[src/core/cpw_pkg.sv]
// package: constants, types and shared decoding for the counter array
package cpw_pkg;

    localparam int unsigned NUM_CH      = 6;
    localparam int unsigned WDT_CHANNEL = 5;

    // register byte offsets, one 32-bit word each
    localparam logic [7:0] OFS_CTRL    = 8'h00;
    localparam logic [7:0] OFS_MODE    = 8'h04;
    localparam logic [7:0] OFS_PWMCFG  = 8'h08;
    localparam logic [7:0] OFS_CNT_LO  = 8'h0C;
    localparam logic [7:0] OFS_CNT_HI  = 8'h10;
    // channel n sits in slot (n + CH_SLOT_FIRST), address bits [7:4]
    localparam logic [3:0] CH_SLOT_FIRST = 4'h2;
    localparam logic [3:0] CH_OFS_MODE   = 4'h0;
    localparam logic [3:0] CH_OFS_LO     = 4'h4;
    localparam logic [3:0] CH_OFS_HI     = 4'h8;

    // array_control_register fields
    localparam int unsigned CTRL_CF  = 7;
    localparam int unsigned CTRL_CR  = 6;
    // array_mode_register fields
    localparam int unsigned MODE_IDLE_SUSPEND  = 7;
    localparam int unsigned MODE_WATCHDOG_ENABLE  = 6;
    localparam int unsigned MODE_WATCHDOG_LOCK = 5;
    localparam int unsigned MODE_CPS   = 1;
    localparam int unsigned MODE_ECF   = 0;
    // pwm_config_register fields
    localparam int unsigned CFG_RELOAD_SELECT = 7;
    localparam int unsigned CFG_ECOV  = 6;
    localparam int unsigned CFG_PWM_OVERFLOW_FLAG  = 5;
    // channel_mode_register fields
    localparam int unsigned CM_PWM16 = 7;
    localparam int unsigned CM_ECOM  = 6;
    localparam int unsigned CM_MAT   = 3;
    localparam int unsigned CM_PWM   = 1;

    // reset values and the fixed watchdog channel mode
    localparam logic [2:0] CPS_RST   = 3'h0;
    localparam logic [7:0] WDT_MODE  = 8'h40;
    localparam logic [1:0] CYCLE_LENGTH_FIELD_RST = 2'h0;

    // clock source codes and divider terminal counts
    localparam logic [2:0] CPS_DIV12 = 3'h0;
    localparam logic [2:0] CPS_DIV4  = 3'h1;
    localparam logic [2:0] CPS_TIMER = 3'h2;
    localparam logic [2:0] CPS_EXT   = 3'h3;
    localparam logic [2:0] CPS_SYS   = 3'h4;
    localparam logic [3:0] DIV12_LAST = 4'hB;
    localparam logic [3:0] DIV4_LAST  = 4'h3;

    // one counter step and its overflow events
    typedef struct packed {
        logic step;
        logic ovf8;
        logic ovfn;
        logic ovf16;
    } cpw_evt_t;

    typedef struct packed {
        logic [7:0]  mode;
        logic [15:0] cmp;
        logic [15:0] rld;
        logic        pin;
    } cpw_ch_t;

    typedef struct packed {
        logic [15:0]          cnt;
        logic                 cr;
        logic                 cf;
        logic [5:0]           ccf;
        logic                 idle_suspend;
        logic                 watchdog_enable;
        logic                 watchdog_lock;
        logic [2:0]           cps;
        logic                 ecf;
        logic                 reload_select;
        logic                 ecov;
        logic                 pwm_overflow_flag;
        logic [1:0]           cycle_length_field;
        logic                 wdt_rst;
        cpw_ch_t [5:0]        ch;
    } cpw_top_t;

    // bits of the counter that take part in an n-bit cycle
    function automatic logic [15:0] cycle_mask(input logic [1:0] cycle_length_field);
        case (cycle_length_field)
            2'h0:    cycle_mask = 16'h00FF;
            2'h1:    cycle_mask = 16'h01FF;
            2'h2:    cycle_mask = 16'h03FF;
            default: cycle_mask = 16'h07FF;
        endcase
    endfunction

endpackage

[src/core/cpw_top.sv]
// module: counter array pwm channels with channel-5 watchdog
`timescale 1ns/1ps
module cpw_top (
    input  wire logic        clk,
    input  wire logic        reset_n,
    input  wire logic        wb_cyc_i,
    input  wire logic        wb_stb_i,
    input  wire logic        wb_we_i,
    input  wire logic [7:0]  wb_adr_i,
    input  wire logic [3:0]  wb_sel_i,
    input  wire logic [31:0] wb_dat_i,
    output logic [31:0]      wb_dat_o,
    output logic             wb_ack_o,
    input  wire logic        cpu_idle,
    input  wire logic        timer_overflow,
    input  wire logic        ext_count_pin,
    output logic [5:0]       channel_output_pin,
    output logic             watchdog_reset
);
    cpw_pkg::cpw_top_t q_reg;
    cpw_pkg::cpw_top_t q_next;
    cpw_pkg::cpw_evt_t evt;

    logic        tick;
    logic        wr_stb;
    logic        rd_stb;
    logic [31:0] rdata;
    logic        wdt_en;
    logic [15:0] cnt_nxt;
    logic [15:0] msk_n;
    logic [7:0]  wd;
    logic [3:0]  slot;
    logic [3:0]  sub;
    logic [5:0]  wr_mode;
    logic [5:0]  wr_lo;
    logic [5:0]  wr_hi;
    logic [5:0]  match;

    cpw_prescale u_prescale (
        .clk            (clk),
        .reset_n        (reset_n),
        .sel            (q_reg.cps),
        .timer_overflow (timer_overflow),
        .ext_count_pin  (ext_count_pin),
        .tick           (tick)
    );

    cpw_wb_slave u_wb (
        .clk      (clk),
        .reset_n  (reset_n),
        .wb_cyc_i (wb_cyc_i),
        .wb_stb_i (wb_stb_i),
        .wb_we_i  (wb_we_i),
        .wb_sel_i (wb_sel_i),
        .rdata    (rdata),
        .wb_ack_o (wb_ack_o),
        .wb_dat_o (wb_dat_o),
        .wr_stb   (wr_stb),
        .rd_stb   (rd_stb)
    );

    assign wd      = wb_dat_i[7:0];
    assign slot    = wb_adr_i[7:4];
    assign sub     = wb_adr_i[3:0];
    assign wdt_en  = q_reg.watchdog_enable | q_reg.watchdog_lock;
    assign cnt_nxt = q_reg.cnt + 16'h0001;
    assign msk_n   = cpw_pkg::cycle_mask(q_reg.cycle_length_field);

    // counter steps and overflow events
    always_comb begin
        evt.step  = tick & (q_reg.cr | wdt_en) & ~(q_reg.idle_suspend & cpu_idle);
        evt.ovf8  = evt.step & (q_reg.cnt[7:0] == 8'hFF);
        evt.ovf16 = evt.step & (q_reg.cnt == 16'hFFFF);
        evt.ovfn  = evt.step & ((q_reg.cnt | ~msk_n) == 16'hFFFF);
    end

    // per-channel write strobes
    generate
        for (genvar i = 0; i < cpw_pkg::NUM_CH; i++) begin : g_dec
            localparam logic [3:0] SLOT = cpw_pkg::CH_SLOT_FIRST + 4'(i);
            assign wr_mode[i] = wr_stb & (slot == SLOT)
                              & (sub == cpw_pkg::CH_OFS_MODE);
            assign wr_lo[i]   = wr_stb & (slot == SLOT)
                              & (sub == cpw_pkg::CH_OFS_LO);
            assign wr_hi[i]   = wr_stb & (slot == SLOT)
                              & (sub == cpw_pkg::CH_OFS_HI);
        end
    endgenerate

    // channels, counter, control registers and watchdog
    always_comb begin
        logic        is_wdt;
        logic [7:0]  md;
        logic        pwm;
        logic        wide;
        logic        ovf;
        logic        hit;
        logic [15:0] msk;
        logic [15:0] cmp_a;
        is_wdt = 1'b0;
        md     = 8'h00;
        pwm    = 1'b0;
        wide   = 1'b0;
        ovf    = 1'b0;
        hit    = 1'b0;
        msk    = 16'h0000;
        cmp_a  = 16'h0000;
        q_next = q_reg;
        match  = 6'h00;
        q_next.wdt_rst = 1'b0;

        for (int i = 0; i < cpw_pkg::NUM_CH; i++) begin
            is_wdt = wdt_en && (i == cpw_pkg::WDT_CHANNEL);
            // with the watchdog on, channel 5 runs as a plain timer
            md    = is_wdt ? cpw_pkg::WDT_MODE : q_reg.ch[i].mode;
            pwm   = md[cpw_pkg::CM_PWM];
            // wide mode ignores the shared length
            wide  = pwm & md[cpw_pkg::CM_PWM16];
            cmp_a = q_reg.ch[i].cmp;
            if (wide) begin
                ovf = evt.ovf16;
                msk = 16'hFFFF;
            end else if (q_reg.cycle_length_field == 2'h0) begin
                ovf = evt.ovfn;
                msk = msk_n;
                if (ovf) begin
                    cmp_a[7:0] = q_reg.ch[i].cmp[15:8];
                end
            end else begin
                ovf = evt.ovfn;
                msk = msk_n;
                if (ovf) begin
                    cmp_a = q_reg.ch[i].rld;
                end
            end
            if (evt.step) begin
                if (pwm) begin
                    q_next.ch[i].cmp = cmp_a;
                    hit = ((cnt_nxt ^ cmp_a) & msk) == 16'h0000;
                    if (hit && md[cpw_pkg::CM_ECOM]) begin
                        q_next.ch[i].pin = 1'b1;
                        match[i] = md[cpw_pkg::CM_MAT];
                    end else if (ovf) begin
                        q_next.ch[i].pin = 1'b0;
                    end
                end else begin
                    hit = cnt_nxt == q_reg.ch[i].cmp;
                    match[i] = hit & md[cpw_pkg::CM_ECOM]
                             & md[cpw_pkg::CM_MAT];
                end
            end
            // compare enable off means output low
            if (!md[cpw_pkg::CM_ECOM] || is_wdt) begin
                q_next.ch[i].pin = 1'b0;
            end
            if (wr_mode[i] && !is_wdt) begin
                q_next.ch[i].mode = wd;
            end
            if (wr_lo[i]) begin
                if (q_reg.reload_select) begin
                    q_next.ch[i].rld[7:0] = wd;
                end else begin
                    q_next.ch[i].cmp[7:0] = wd;
                end
                q_next.ch[i].mode[cpw_pkg::CM_ECOM] = 1'b0;
            end
            if (wr_hi[i]) begin
                if (is_wdt) begin
                    // timeout set by offset and low byte
                    q_next.ch[i].cmp[15:8] = q_reg.cnt[15:8]
                                           + q_reg.ch[i].cmp[7:0];
                end else if (q_reg.reload_select) begin
                    q_next.ch[i].rld[15:8] = wd;
                end else begin
                    q_next.ch[i].cmp[15:8] = wd;
                end
                q_next.ch[i].mode[cpw_pkg::CM_ECOM] = 1'b1;
            end
        end

        // counter advance; watchdog blocks byte writes
        if (evt.step) begin
            q_next.cnt = cnt_nxt;
        end
        if (wr_stb && !wdt_en && wb_adr_i == cpw_pkg::OFS_CNT_LO) begin
            q_next.cnt[7:0] = wd;
        end
        if (wr_stb && !wdt_en && wb_adr_i == cpw_pkg::OFS_CNT_HI) begin
            q_next.cnt[15:8] = wd;
        end

        // control and configuration writes
        if (wr_stb && wb_adr_i == cpw_pkg::OFS_CTRL) begin
            q_next.cf  = wd[cpw_pkg::CTRL_CF];
            // run bit stored; the watchdog keeps the counter going
            q_next.cr  = wd[cpw_pkg::CTRL_CR];
            q_next.ccf = wd[5:0];
            if (wdt_en && wd[cpw_pkg::WDT_CHANNEL]) begin
                q_next.wdt_rst = 1'b1;
            end
        end
        if (wr_stb && wb_adr_i == cpw_pkg::OFS_MODE) begin
            if (!wdt_en) begin
                q_next.idle_suspend = wd[cpw_pkg::MODE_IDLE_SUSPEND];
                q_next.cps  = wd[cpw_pkg::MODE_CPS +: 3];
            end
            // lock sets only; it keeps the watchdog on
            q_next.watchdog_enable  = wd[cpw_pkg::MODE_WATCHDOG_ENABLE];
            q_next.watchdog_lock = q_reg.watchdog_lock | wd[cpw_pkg::MODE_WATCHDOG_LOCK];
            q_next.ecf   = wd[cpw_pkg::MODE_ECF];
        end
        if (wr_stb && wb_adr_i == cpw_pkg::OFS_PWMCFG) begin
            q_next.reload_select = wd[cpw_pkg::CFG_RELOAD_SELECT];
            q_next.ecov  = wd[cpw_pkg::CFG_ECOV];
            q_next.pwm_overflow_flag  = wd[cpw_pkg::CFG_PWM_OVERFLOW_FLAG];
            q_next.cycle_length_field = wd[1:0];
        end

        // hardware sets win over software clears
        if (evt.ovf16) begin
            q_next.cf = 1'b1;
        end
        // overflow flag at each cycle wrap
        if (evt.ovfn) begin
            q_next.pwm_overflow_flag = 1'b1;
        end
        q_next.ccf = q_next.ccf | match;

        // channel 5 high byte against counter high
        // high byte match arms the reset
        // fires as the low byte wraps
        if (wdt_en && evt.ovf8
            && q_reg.ch[cpw_pkg::WDT_CHANNEL].cmp[15:8] == q_reg.cnt[15:8])
        begin
            q_next.wdt_rst = 1'b1;
        end
    end

    // read mux; unmapped words read zero
    always_comb begin
        logic [7:0] r;
        logic [3:0] ci;
        logic [7:0] md;
        r  = 8'h00;
        ci = slot - cpw_pkg::CH_SLOT_FIRST;
        md = 8'h00;
        if (!rd_stb) begin
            r = 8'h00;
        end else if (wb_adr_i == cpw_pkg::OFS_CTRL) begin
            // run bit reads the user setting
            r = {q_reg.cf, q_reg.cr, q_reg.ccf};
        end else if (wb_adr_i == cpw_pkg::OFS_MODE) begin
            r = {q_reg.idle_suspend, q_reg.watchdog_enable, q_reg.watchdog_lock, 1'b0,
                 q_reg.cps, q_reg.ecf};
        end else if (wb_adr_i == cpw_pkg::OFS_PWMCFG) begin
            r = {q_reg.reload_select, q_reg.ecov, q_reg.pwm_overflow_flag, 3'h0, q_reg.cycle_length_field};
        end else if (wb_adr_i == cpw_pkg::OFS_CNT_LO) begin
            r = q_reg.cnt[7:0];
        end else if (wb_adr_i == cpw_pkg::OFS_CNT_HI) begin
            r = q_reg.cnt[15:8];
        end else if (slot >= cpw_pkg::CH_SLOT_FIRST
                     && ci < 4'(cpw_pkg::NUM_CH)) begin
            md = (wdt_en && ci == 4'(cpw_pkg::WDT_CHANNEL))
               ? cpw_pkg::WDT_MODE : q_reg.ch[ci[2:0]].mode;
            if (sub == cpw_pkg::CH_OFS_MODE) begin
                r = md;
            end else if (sub == cpw_pkg::CH_OFS_LO) begin
                r = q_reg.reload_select ? q_reg.ch[ci[2:0]].rld[7:0]
                                : q_reg.ch[ci[2:0]].cmp[7:0];
            end else if (sub == cpw_pkg::CH_OFS_HI) begin
                r = q_reg.reload_select ? q_reg.ch[ci[2:0]].rld[15:8]
                                : q_reg.ch[ci[2:0]].cmp[15:8];
            end
        end
        rdata = {24'h00_0000, r};
    end

    // state register; watchdog comes up enabled
    always_ff @(posedge clk or negedge reset_n) begin
        if (!reset_n) begin
            q_reg       <= '0;
            q_reg.watchdog_enable  <= 1'b1;
            q_reg.cps   <= cpw_pkg::CPS_RST;
            q_reg.cycle_length_field <= cpw_pkg::CYCLE_LENGTH_FIELD_RST;
        end else begin
            q_reg <= q_next;
        end
    end

    // outputs straight from state flops
    generate
        for (genvar i = 0; i < cpw_pkg::NUM_CH; i++) begin : g_pin
            assign channel_output_pin[i] = q_reg.ch[i].pin;
        end
    endgenerate
    assign watchdog_reset = q_reg.wdt_rst;
endmodule

[src/core/cpw_prescale.sv]
// module: counter clock source selection, one-cycle tick out
`timescale 1ns/1ps
module cpw_prescale (
    input  wire logic       clk,
    input  wire logic       reset_n,
    input  wire logic [2:0] sel,
    input  wire logic       timer_overflow,
    input  wire logic       ext_count_pin,
    output logic            tick
);
    typedef struct packed {
        logic [3:0] div;
        logic       s1;
        logic       s2;
        logic       s3;
        logic       tick;
    } cpw_ps_t;

    cpw_ps_t q_reg;
    cpw_ps_t q_next;

    // divider and pin edge; s1 feeds only s2
    always_comb begin
        q_next      = q_reg;
        q_next.s1   = ext_count_pin;
        q_next.s2   = q_reg.s1;
        q_next.s3   = q_reg.s2;
        q_next.tick = 1'b0;
        q_next.div  = q_reg.div + 4'h1;
        case (sel)
            cpw_pkg::CPS_DIV4: begin
                if (q_reg.div >= cpw_pkg::DIV4_LAST) begin
                    q_next.div  = 4'h0;
                    q_next.tick = 1'b1;
                end
            end
            cpw_pkg::CPS_TIMER: q_next.tick = timer_overflow;
            cpw_pkg::CPS_EXT:   q_next.tick = q_reg.s2 & ~q_reg.s3;
            cpw_pkg::CPS_SYS:   q_next.tick = 1'b1;
            default: begin
                if (q_reg.div >= cpw_pkg::DIV12_LAST) begin
                    q_next.div  = 4'h0;
                    q_next.tick = 1'b1;
                end
            end
        endcase
    end

    always_ff @(posedge clk or negedge reset_n) begin
        if (!reset_n) begin
            q_reg <= '0;
        end else begin
            q_reg <= q_next;
        end
    end

    assign tick = q_reg.tick;
endmodule

[src/core/cpw_wb_slave.sv]
// module: classic wishbone slave handshake with registered read data
`timescale 1ns/1ps
module cpw_wb_slave (
    input  wire logic        clk,
    input  wire logic        reset_n,
    input  wire logic        wb_cyc_i,
    input  wire logic        wb_stb_i,
    input  wire logic        wb_we_i,
    input  wire logic [3:0]  wb_sel_i,
    input  wire logic [31:0] rdata,
    output logic             wb_ack_o,
    output logic [31:0]      wb_dat_o,
    output logic             wr_stb,
    output logic             rd_stb
);
    typedef struct packed {
        logic        ack;
        logic [31:0] dat;
    } cpw_wb_t;

    cpw_wb_t q_reg;
    cpw_wb_t q_next;
    logic    access;

    // one answer per request; ack drops the cycle after it rose
    assign access = wb_cyc_i & wb_stb_i & ~q_reg.ack;
    assign wr_stb = access & wb_we_i & wb_sel_i[0];
    assign rd_stb = access & ~wb_we_i;

    always_comb begin
        q_next     = q_reg;
        q_next.ack = access;
        q_next.dat = rd_stb ? rdata : 32'h0000_0000;
    end

    always_ff @(posedge clk or negedge reset_n) begin
        if (!reset_n) begin
            q_reg <= '0;
        end else begin
            q_reg <= q_next;
        end
    end

    assign wb_ack_o = q_reg.ack;
    assign wb_dat_o = q_reg.dat;
endmodule

[config.mk]
export PLATFORM = sky130hd
export DESIGN_NAME = cpw_top
export DESIGN_NICKNAME = d
export VERILOG_FILES = /design/src/core/cpw_pkg.sv /design/src/core/cpw_top.sv /design/src/core/cpw_prescale.sv /design/src/core/cpw_wb_slave.sv
export SDC_FILE = /design/constraint.sdc
export NUM_CORES = 1
export LEC_CHECK = 0
export ABC_AREA = 1
export BUFFER_PORTS_ARGS = -buffer_cell sky130_fd_sc_hd__buf_2
export CAP_MARGIN = 20
export CORE_MARGIN = 1
export CORE_UTILIZATION = 47
export DETAILED_ROUTE_END_ITERATION = 7
export PLACE_DENSITY = 0.64
export SETUP_SLACK_MARGIN = 0.05
export SYNTH_ARGS = -nofsm -noshare
export SYNTH_HDL_FRONTEND = slang
export SYNTH_SLANG_ARGS = --single-unit
[constraint.sdc]
create_clock -name clk -period 3.8 [get_ports clk]
set_clock_uncertainty 0.15 [all_clocks]
set_input_delay 0.76 -clock clk [delete_from_list [all_inputs] [get_ports clk]]
set_output_delay 0.76 -clock clk [all_outputs]
set_load 0.01 [all_outputs]
# Word-level counts from Yosys, hierarchy flattened
# Cells that the tools add are included.
[totals]
reg_bits = 324
input_bits = 52
out_inout_bits = 40
wordCells = 429
[classes]
add_sub_neg = 4
n_lt_le_gt_ge = 5
n_eq_ne = 44
muxes = 178
bitwise_logic = 77
reduce_logical = 63
[ops]
columns = ["cell", "count"]
rows = [
  ["$mux 16", 31],
  ["$mux 8", 59],
  ["$bmux 41 s3", 1],
  ["$and 16x16->16", 6],
  ["$eq 16x16->1", 6],
  ["$logic_not 16->1", 6],
  ["$xor 16x16->16", 6],
  ["$mux 1", 73],
  ["$and 1x1->1", 54],
  ["$mux 7", 7],
  ["$mux 41", 1],
  ["$pmux 11 s3", 1],
  ["$eq 16x16->1 const B", 2],
  ["$eq 4x3->1 const B", 6],
  ["$reduce_and 2->1", 12],
  ["$reduce_and 3->1", 7],
  ["$reduce_bool 3->1", 7],
  ["$logic_and 1x1->1", 18],
  ["$add 16x1->16 const B", 1],
  ["$eq 8x4->1 const B", 2],
  ["$not 16->16", 1],
  ["$or 16x16->16", 1],
  ["$ne 3x1->1 const B", 5],
  ["$reduce_bool 2->1", 6],
  ["33 further kinds", 52],
]

# Longest topological paths before layout
# Gate-level depths: netlist (run 1).
[depth]
ltp_word = 17
depth_mapped = 21
ltp_nobuf = 21

# Cells and area by module
# From an unflattened synthesis (run 1), not the netlist that was laid out.
[hier_totals]
cells_unflattened = 3213
hier_area_um2 = 21678.3
[modules_own_cells]
columns = ["mod", "n_inst", "cells_each", "area_each_um2", "seq_area_each_um2"]
rows = [
  ["cpw_top", 1, 3060, 20111.8, 7083.0],
  ["cpw_wb_slave", 1, 107, 1169.9, 825.8],
  ["cpw_prescale", 1, 46, 396.6, 200.2],
]

# Worst setup path before layout (run 1)
# OpenSTA, ideal clock, no wires.
[synth_timing]
path_kind = "input-to-reg"
startpoint = "in wb_adr_i[4]"
endpoint = "reg q_reg[271] (netlist name)"
setup_time_ps = 131
t_arrival_ps = 2453
required_time_ps = 3519
slack_ps = 1066
stages = 13
path_buffers = 1
path_cell_list = "clkbuf_1 nor2_2 inv_2 nor2_1 inv_2 nor2_1 inv_2 nor2_2 inv_2 nor2_4 nor2_1 a22oi_1 o21ai_0"
[synth_between]
elab_chain_cells = 3
word_cells_on_any_way = 4
classes_between = "eq/ne (1); mux (1); reduce/logical (2)"
[synth_rtl]
columns = ["element", "line", "text"]
rows = [
  ["start, declared", "cpw_top.sv:9", "input wire logic [7:0] wb_adr_i,"],
  ["$eq 8x4->1 *", "cpw_top.sv:185", "if (wr_stb && !wdt_en && wb_adr_i == cpw_pkg::OFS_CNT_LO) begin"],
  ["$logic_and 1x1->1 *", "cpw_top.sv:185", ""],
  ["$mux 8 or $reduce_bool 2->1 (tied branches)", "--", ""],
  ["end signal, assigned", "cpw_top.sv:286", "q_reg <= q_next;"],
  ["end, declared", "cpw_top.sv:20", "cpw_pkg::cpw_top_t q_reg;"],
]
# Every way passes the cells marked *; elsewhere a longest branch is shown, timed or not.
# A chain may end at the register's enable or synchronous reset.

==> implementation parameters, run 1 <==
Parameter                              Value

Run status
  Status    finished clean

Floorplanning
  I/O pin cnt    between 90 and 100
  Die height    214 um
  DIE AREA    45900 um^2
  Die Span X    ~210 um
  Number of rows created at floorplan    77
  Effective utilization at floorplan    0.478
  Core area    44300 um^2

Setup path
  Setup slack, reg-to-reg    slightly above 0.04 ns
  Maximum single-stage delay on the critical path    0.57 ns
  WS Path Type    reg2reg
  Critical path data arrival time    4.12 ns
  Most common cell type on the critical path    sky130_fd_sc_hd__nand2_1
  Element type at the critical path start    flop
  Required time of the critical path    between 4 and 5 ns
  Element type at the critical path end    flop
  Cell breakdown of the critical path    nand2_2 > nor2_4 > nand2_4 > nor2_2 > nand2_1 > inv_2 > a21oi_1 > inv_1 > nand3_1 > nand2_1 > inv_1 > nor2_1 > nand2_1 > nand2_1 > nand3_1 > nand2_1 > nand2_1 > nand2_1
  CP max stage cell    sky130_fd_sc_hd__dfrtp_1
  Category of cells accounting for the largest share of critical-path delay    simple AND/OR/NAND/NOR gates
  Buffers and inverters on the worst path    3
  Critical path peak fanout    5

Worst hold path
  HP Class    in2async

Final layout
  Number of nets in the finished design    3307
  Fillers    4446
  Area growth from synthesis to final layout    13.7%
  Proportion of layout cells with a drive suffix above 1    0.0996
  Sequential Area    between 7000 and 8000 um^2
  Area of combinational cells with multiple inputs    11600 um^2
  Number of flip-flops in the largest register    276
  Final instance area    around 24000 um^2

CTS
  Clock tree buffer depth    3
  Total setup buffers inserted after CTS    0
  CTS root buffer    sky130_fd_sc_hd__clkbuf_16
  # H-tree levels    2
  Number of buffers added by the clock tree synthesis step    39
  Clock tree from TritonCTS    done
  Sink Count    300
  Clock latency on the worst-skew pair    0.59 ns
  Clock transition time at the flip-flop clock pins of the worst setup and hold paths    about 0.06 ns

Drt
  DR iter-0 viols    4255
  Via/cell ratio    6.41
  Routed vias    ~25000
  Total iterations of the first detailed-routing run    7
  Drt drc    0
  Detailed-route wire length per cell    28.0 um
  Wire length after detailed routing    108000 um
  Number of antenna-violating nets in the routed design    0

STA
  Slew headroom    0.286
  Final critical delay including setup and external delays    3.76 ns
  Achievable frequency    between 0.2 and 0.3 GHz
  Final TNS setup    0 ns
  Slew at the pin closest to its max-slew limit    1.07 ns
  Setup repair after global routing missed its margin    false
  Count of final hold-check violations    0
  Count of endpoints failing setup in the final report    0
  Fin crit share    0.989
  Number of pins with negative max-slew slack in the final report    0

Yosys
  Area fraction of the dominant cell type after synthesis    0.353
  Number of distinct library cells after synthesis    61
  Main flop type after synthesis    sky130_fd_sc_hd__dfrtp_1
  Sequential area share after synthesis    0.355
  Top cells by area, synth    sky130_fd_sc_hd__dfrtp_1, sky130_fd_sc_hd__nand2_1, sky130_fd_sc_hd__o21ai_0
  Number of storage elements in the synthesis netlist    300
  Summed instance area of the synthesized netlist    roughly 21000 um^2
  Post-synth EDFFs    0
  Synthesized area divided by synthesized cell count    about 6.7 um^2
  Number of standard cells after synthesis    3173
  Post-synthesis cell type with the largest combined area    sky130_fd_sc_hd__dfrtp_1
  Asr flop ratio synth    1.00
  Synth Warn #    0

Global route
  Total global routing track utilization    0.463
  Antenna violations before repair    7
  Maximum number of pins on one net before global-route repair    81
  Wire length of the first global-routing pass    between 150000 and 200000 um
  Overflow left after global routing    0
  Vias in the first global route    roughly 22000

Place
  Area of placed instances    22700 um^2
  Buffers added on ports    40
  Half-perimeter wire length of the detailed placement result    79200 um
  Weighted congestion at the end of routability-driven global placement    approximately 1.1

Pwr
  Maximum VDD drop    0.000592 V
  Power Density    445 nW/um^2
  Pleak    11.3 nW

Run
  Number of maximum-capacitance violations    0
-- kinds of logic (layout without fill, tap and decap cells) --
family | Yosys count | after routing | share of synthesized area
buffers and inverters | 521 | 597 | 0.102
flip-flops | 300 | 300 | 0.355
other | 1 | 27 | 0.000177
AO/OA/AOI/OAI | 836 | 836 | 0.221
multiplexers | 2 | 2 | 0.000946
AND/OR/NAND/NOR | 1445 | 1445 | 0.290
XOR/XNOR | 56 | 56 | 0.0232
adder cells (fa/ha/maj) | 12 | 12 | 0.00745
-- worst reg2reg max path, stage by stage (launching register included) --
cell                      delay [ns]
sky130_fd_sc_hd__dfrtp_1        0.57
sky130_fd_sc_hd__nand2_2        0.19
sky130_fd_sc_hd__nor2_4         0.18
sky130_fd_sc_hd__nand2_4        0.14
sky130_fd_sc_hd__nor2_2         0.29
sky130_fd_sc_hd__nand2_1        0.20
sky130_fd_sc_hd__inv_2          0.10
sky130_fd_sc_hd__a21oi_1        0.11
sky130_fd_sc_hd__inv_1          0.47
sky130_fd_sc_hd__nand3_1        0.14
sky130_fd_sc_hd__nand2_1        0.10
sky130_fd_sc_hd__inv_1          0.04
sky130_fd_sc_hd__nor2_1         0.09
sky130_fd_sc_hd__nand2_1        0.14
sky130_fd_sc_hd__nand2_1        0.14
sky130_fd_sc_hd__nand3_1        0.10
sky130_fd_sc_hd__nand2_1        0.23
sky130_fd_sc_hd__nand2_1        0.20
sky130_fd_sc_hd__nand2_1        0.11
-- routing by layer --
metal	wire, um	track usage	vias up
met1	42300	0.637	11700
met2	42200	0.626	2039
met5	136	0.0135	-
li1	-	-	10700
met3	17100	0.172	356
met4	6340	0.240	10
-- path summary, 6_finish.rpt --
kind	start	end	cells after the start
max	q_reg[273]	q_reg[261]	18
min	reset_n	q_reg[95]	1
max reg2reg	q_reg[273]	q_reg[261]	18
min reg2reg	u_prescale.q_next[2]	u_prescale.q_next[1]	0
max in group asynchronous	reset_n	q_reg[257]	2
min in group clk	ext_count_pin	u_prescale.q_next[2]	1
-- synthesized netlist by cell type (all sizes together), types with 4 or more instances --
cell and count:
nand3 190, xnor2 7, o311ai 6, a211oi 7, a22oi 13, nand4 36, o2111ai 7, o211ai 48
nor4 5, a21oi 154, dfrtp 299, buf 71, xor2 49, inv 329, clkinv 8, and2 5
clkbuf 113, a221oi 4, o21bai 5, o21ai 452, o22ai 108, ha 11, nor2 261, o221ai 17
nand2 911, nor3 28
-- cell usage in the layout, fill, tap and decap left out, types with 39 or more instances in the layout --
| master | instances |
|---|---|
| sky130_fd_sc_hd__o211ai_1 | 48 |
| sky130_fd_sc_hd__xor2_1 | 49 |
| sky130_fd_sc_hd__a21oi_1 | 154 |
| sky130_fd_sc_hd__buf_2 | 39 |
| sky130_fd_sc_hd__nand2_1 | 902 |
| sky130_fd_sc_hd__o22ai_1 | 108 |
| sky130_fd_sc_hd__nand3_1 | 184 |
| sky130_fd_sc_hd__inv_1 | 313 |
| sky130_fd_sc_hd__o21ai_0 | 434 |
| sky130_fd_sc_hd__clkbuf_16 | 39 |
| sky130_fd_sc_hd__nor2_1 | 233 |
| sky130_fd_sc_hd__buf_4 | 129 |
| sky130_fd_sc_hd__dfrtp_1 | 299 |
-- metrics by stage --
step           hold slack [ns]  setup WS (ns)  total power (W)   util  instances
4_1_cts                 0.0620          0.313           0.0105  0.543       3864
5_1_grt                 0.0970         0.0730           0.0110  0.543       3864
3_5_place_dp             0.202          0.169          0.00656  0.513       3794
6_report                0.0458         0.0413           0.0107  0.543       3867
3_3_place_gp             0.195          0.207          0.00652  0.513       3794
2_1_floorplan            0.181           1.07          0.00519      -       3196
-- power by group --
group          internal (W)  total, W  switching (W)
logic              0.000894   0.00315        0.00226
registers           0.00334   0.00355       0.000211
clock network       0.00236   0.00400        0.00164
-- area by class of cell --
class | instances | area share
multi-input cells | 2375 | 0.482
flip-flops and latches | 300 | 0.312
repair buffers | 190 | 0.0664
inverters | 337 | 0.0527
clock buffers | 54 | 0.0470
well taps | 592 | 0.0308
clock inverters | 16 | 0.00842
diodes | 3 | 0.000312
-- timing repair --
item / in CTS / in global routing
hold buffers: 0 / 0
endpoints found under the hold margin: 0 / 0
resized for setup: 0 / 2
endpoints found under the setup margin: 0 / 1
No activity file was read; power rests on OpenSTA's default activity.
==> run 2: changes to the inputs <==
--- a/config.mk
+++ b/config.mk
@@ -5,7 +5,6 @@
 export SDC_FILE = /design/constraint.sdc
 export NUM_CORES = 1
 export LEC_CHECK = 0
-export ABC_AREA = 1
 export BUFFER_PORTS_ARGS = -buffer_cell sky130_fd_sc_hd__buf_2
 export CAP_MARGIN = 20
 export CORE_MARGIN = 1
==> run 2 against run 1 <==
Net effect:
- clock power decreased by 5%
- cell area increased by 4.4%
- fmax increased by 0.98%
- critical path depth down 8
- synthesized cell count fell by 32%
- cell count decreased by 23%
- sequential share of layout area fell by 1.3 points
- sequential power is 6.8% lower
- utilization up 2.4 points
- critical endpoint is now q_reg[259]
- largest cell class unchanged
- highest routed layer unchanged
==> implementation parameters, run 2 <==
Parameter                              Value

Run status
  Status    finished clean

STA
  Number of pins with negative max-slew slack in the final report    0 (unchanged)
  Achievable frequency    0.269 GHz (+0.98%)
  Final critical delay including setup and external delays    3.72 ns (-0.0364 ns)
  Count of endpoints failing setup in the final report    0 (unchanged)
  Slew headroom    0.245 (-0.0404)
  Count of final hold-check violations    0 (unchanged)
  Fin crit share    0.980 (-0.00957)
  Setup repair after global routing missed its margin    false
  Slew at the pin closest to its max-slew limit    1.12 ns (+0.0551 ns)
  Final TNS setup    0 ns (unchanged)

Place
  Area of placed instances    23700 um^2 (+4.5%)
  Cell count after placement    2902 (-24%)
  Weighted congestion at the end of routability-driven global placement    1.07 (-2.3%)
  Half-perimeter wire length of the detailed placement result    76900 um (-2.9%)
  Buffers added on ports    40 (unchanged)

Yosys
  Synthesized area divided by synthesized cell count    9.80 um^2 (+47%)
  Number of standard cells after synthesis    2164 (-32%)
  Sequential area share after synthesis    0.354 (-0.000440)
  Summed instance area of the synthesized netlist    21200 um^2 (+0.12%)
  Number of storage elements in the synthesis netlist    300 (unchanged)
  Area fraction of the dominant cell type after synthesis    0.353 (-0.000438)
  Post-synth EDFFs    0 (unchanged)
  Cell with the most instances after synthesis    sky130_fd_sc_hd__dfrtp_1
  Post-synthesis cell type with the largest combined area    sky130_fd_sc_hd__dfrtp_1
  Top cells by area, synth    sky130_fd_sc_hd__dfrtp_1, sky130_fd_sc_hd__mux2_2, sky130_fd_sc_hd__mux2i_1
  Number of distinct library cells after synthesis    92 (+51%)
  Main flop type after synthesis    sky130_fd_sc_hd__dfrtp_1
  Most used standard cells in the synthesized netlist    sky130_fd_sc_hd__dfrtp_1, sky130_fd_sc_hd__mux2_2, sky130_fd_sc_hd__nand2_1
  Asr flop ratio synth    1.00 (unchanged)
  Synth Warn #    0 (unchanged)

Final layout
  Commonest non-fill, non-tap cells in the layout    sky130_fd_sc_hd__dfrtp_1, sky130_fd_sc_hd__buf_4, sky130_fd_sc_hd__mux2_2, sky130_fd_sc_hd__nand2_1, sky130_fd_sc_hd__mux2i_1
  Number of nets in the finished design    2414 (-27%)
  Fillers    3944 (-11%)
  Most common cell after layout, fill and taps aside    sky130_fd_sc_hd__dfrtp_1
  Final instance area    25100 um^2 (+4.4%)
  Final Instance Count excl. Fillers    2977 (-23%)
  Area growth from synthesis to final layout    18.6%
  Number of flip-flops in the largest register    276 (unchanged)
  Proportion of layout cells with a drive suffix above 1    0.283 (+0.183)

Setup path
  Critical path data arrival time    4.06 ns (-0.06 ns)
  Element type at the critical path start    flop
  Element type at the critical path end    flop
  Critical path peak fanout    18 (+13)
  Setup slack, reg-to-reg    0.08 ns (+0.04 ns)
  Required time of the critical path    4.13 ns (-0.03 ns)
  WS Path Type    reg2reg

Drt
  DR iter-0 viols    2536 (-40%)
  Detailed-route wire length per cell    33.7 um (+21%)
  Number of antenna-violating nets in the routed design    0 (unchanged)
  Wire length after detailed routing    100000 um (-7.1%)
  Routed vias    20200 (-18%)
  Total iterations of the first detailed-routing run    6 (-1)
  Drt drc    0 (unchanged)
  Via/cell ratio    6.79 (+6.0%)

CTS
  Number of buffers inserted by hold repair at cts    0 (unchanged)
  Clock tree from TritonCTS    done
  Number of buffers added by the clock tree synthesis step    38 (-2.6%)
  Clock transition time at the flip-flop clock pins of the worst setup and hold paths    0.06 ns (about the same)
  # H-tree levels    2 (unchanged)
  CTS root buffer    sky130_fd_sc_hd__clkbuf_16
  Clock tree buffer depth    3 (unchanged)
  Sink Count    300 (unchanged)
  Clock latency on the worst-skew pair    0.59 ns (about the same)

Global route
  Vias in the first global route    18800 (-16%)
  Total global routing track utilization    0.432 (-0.0309)
  Overflow left after global routing    0 (unchanged)
  Maximum number of pins on one net before global-route repair    95 (+17%)
  Wire length of the first global-routing pass    141000 um (-8.9%)
  Antenna violations before repair    5 (-2)

Floorplanning
  Die height    214 um (about the same)
  I/O pin cnt    92 (unchanged)
  Effective utilization at floorplan    0.478 (+0.000593)
  DIE AREA    46000 um^2 (+0.13%)
  Number of rows created at floorplan    77 (unchanged)
  Die Span X    214 um (about the same)
  Core area    44300 um^2 (unchanged)

Pwr
  Clock share of power    0.479 (+0.105)
  Fraction of power spent switching nets    0.275 (-0.109)
  Total power    0.00798 W (-25%)
  Share of total power in sequential cells    0.415 (+0.084)
  Power Density    317 nW/um^2 (-29%)
  Pleak    11.1 nW (-1.4%)
  Internal portion of total power    0.00579 W (-12%)
  Net switching component of the power    0.00219 W (-47%)
  Combinational power share    0.106 (-0.188)
  Maximum VDD drop    0.000356 V (-40%)

Run
  Number of maximum-capacitance violations    0 (unchanged)

Worst hold path
  HP Class    in2async
[run 2: cell types whose count changed in the layout (fill, tap and decap cells not counted), sizes merged, moves of 123 or more]
cell	previous run	this run
buf	190	313
inv	332	27
mux2	0	188
mux2i	2	152
nand2	911	165
nand3	190	45
o21ai	452	137
xnor2	7	144
[run 2: metal layers]
layer | part of all wire | GRT usage | up-vias
li1 | - | - | 8378
met1 | 0.41 | 0.616 | 10200
met2 | 0.41 | 0.602 | 1394
met3 | 0.12 | 0.108 | 270
met4 | 0.057 | 0.226 | 2
met5 | 0.000070 | 0 | -
[run 2: kinds of logic (layout without fill, tap and decap cells)]
kind of cell               after synthesis  count (layout)  share of synthesized area
AOI/OAI and AO/OA                      479             479                      0.146
xor gates and xnor gates               186             186                     0.0801
adders and majority gates               13              13                    0.00791
buffers and inverters                  215             407                     0.0457
DFF                                    300             300                      0.354
muxes                                  392             392                      0.227
other                                    1              30                   0.000177
and+or+nand+nor                        578             578                      0.139
[run 2: cell type report]
type / count / area (um^2) / area share
diodes: 6 / 15.0 / 0.000597
clock buffers: 53 / 1060 / 0.0421
clock inverters: 16 / 225 / 0.00896
inverters: 25 / 93.8 / 0.00373
multi-input cells: 1672 / 12900 / 0.515
flip-flops and latches: 300 / 7510 / 0.299
well taps: 592 / 741 / 0.0295
repair buffers: 313 / 2540 / 0.101
[run 2: path summary, 6_finish.rpt]
check | from | endpoint | cells after the start
worst max register to register | q_reg[257] | q_reg[259] | 10
max in group asynchronous | reset_n | q_reg[257] | 2
worst min register to register | u_prescale.q_next[2] | u_prescale.q_next[1] | 0
min in group clk | ext_count_pin | u_prescale.q_next[2] | 1
worst max-delay path | q_reg[257] | q_reg[259] | 10
worst min-delay path | reset_n | q_reg[65] | 1
[run 2: critical path, cell delays in order, from the launching register on]
cell	delay (ns)
sky130_fd_sc_hd__dfstp_2	0.57
sky130_fd_sc_hd__nor3_2	0.09
sky130_fd_sc_hd__or4_2	0.71
sky130_fd_sc_hd__buf_12	0.21
sky130_fd_sc_hd__nor4_1	0.29
sky130_fd_sc_hd__buf_4	0.17
sky130_fd_sc_hd__mux2_2	0.34
sky130_fd_sc_hd__xnor2_1	0.24
sky130_fd_sc_hd__o2111ai_1	0.20
sky130_fd_sc_hd__or3_1	0.44
sky130_fd_sc_hd__o211ai_1	0.21
[run 2: stage by stage]
step	hold slack, ns	utilization	setup WS (ns)
2_1_floorplan	0.181	-	0.0892
3_3_place_gp	0.185	0.535	-0.366
3_5_place_dp	0.190	0.536	-0.439
4_1_cts	0.120	0.565	0.0327
5_1_grt	0.131	0.567	0.0272
6_report	0.0943	0.567	0.0777
[run 2: power groups by stage]
stage                     registers (W)  clock network (W)  logic, W
after floorplan                 0.00333                  0  0.000460
after global placement          0.00336                  0  0.000811
after detailed placement        0.00336                  0  0.000820
after CTS                       0.00330            0.00384  0.000825
after global routing            0.00331            0.00395  0.000885
final                           0.00331            0.00382  0.000847
[run 2: repair_timing]
item,CTS,global route
setup buffers,0,0
gates resized for setup,5,16
pin swaps,0,6
setup endpoints to repair,6,11
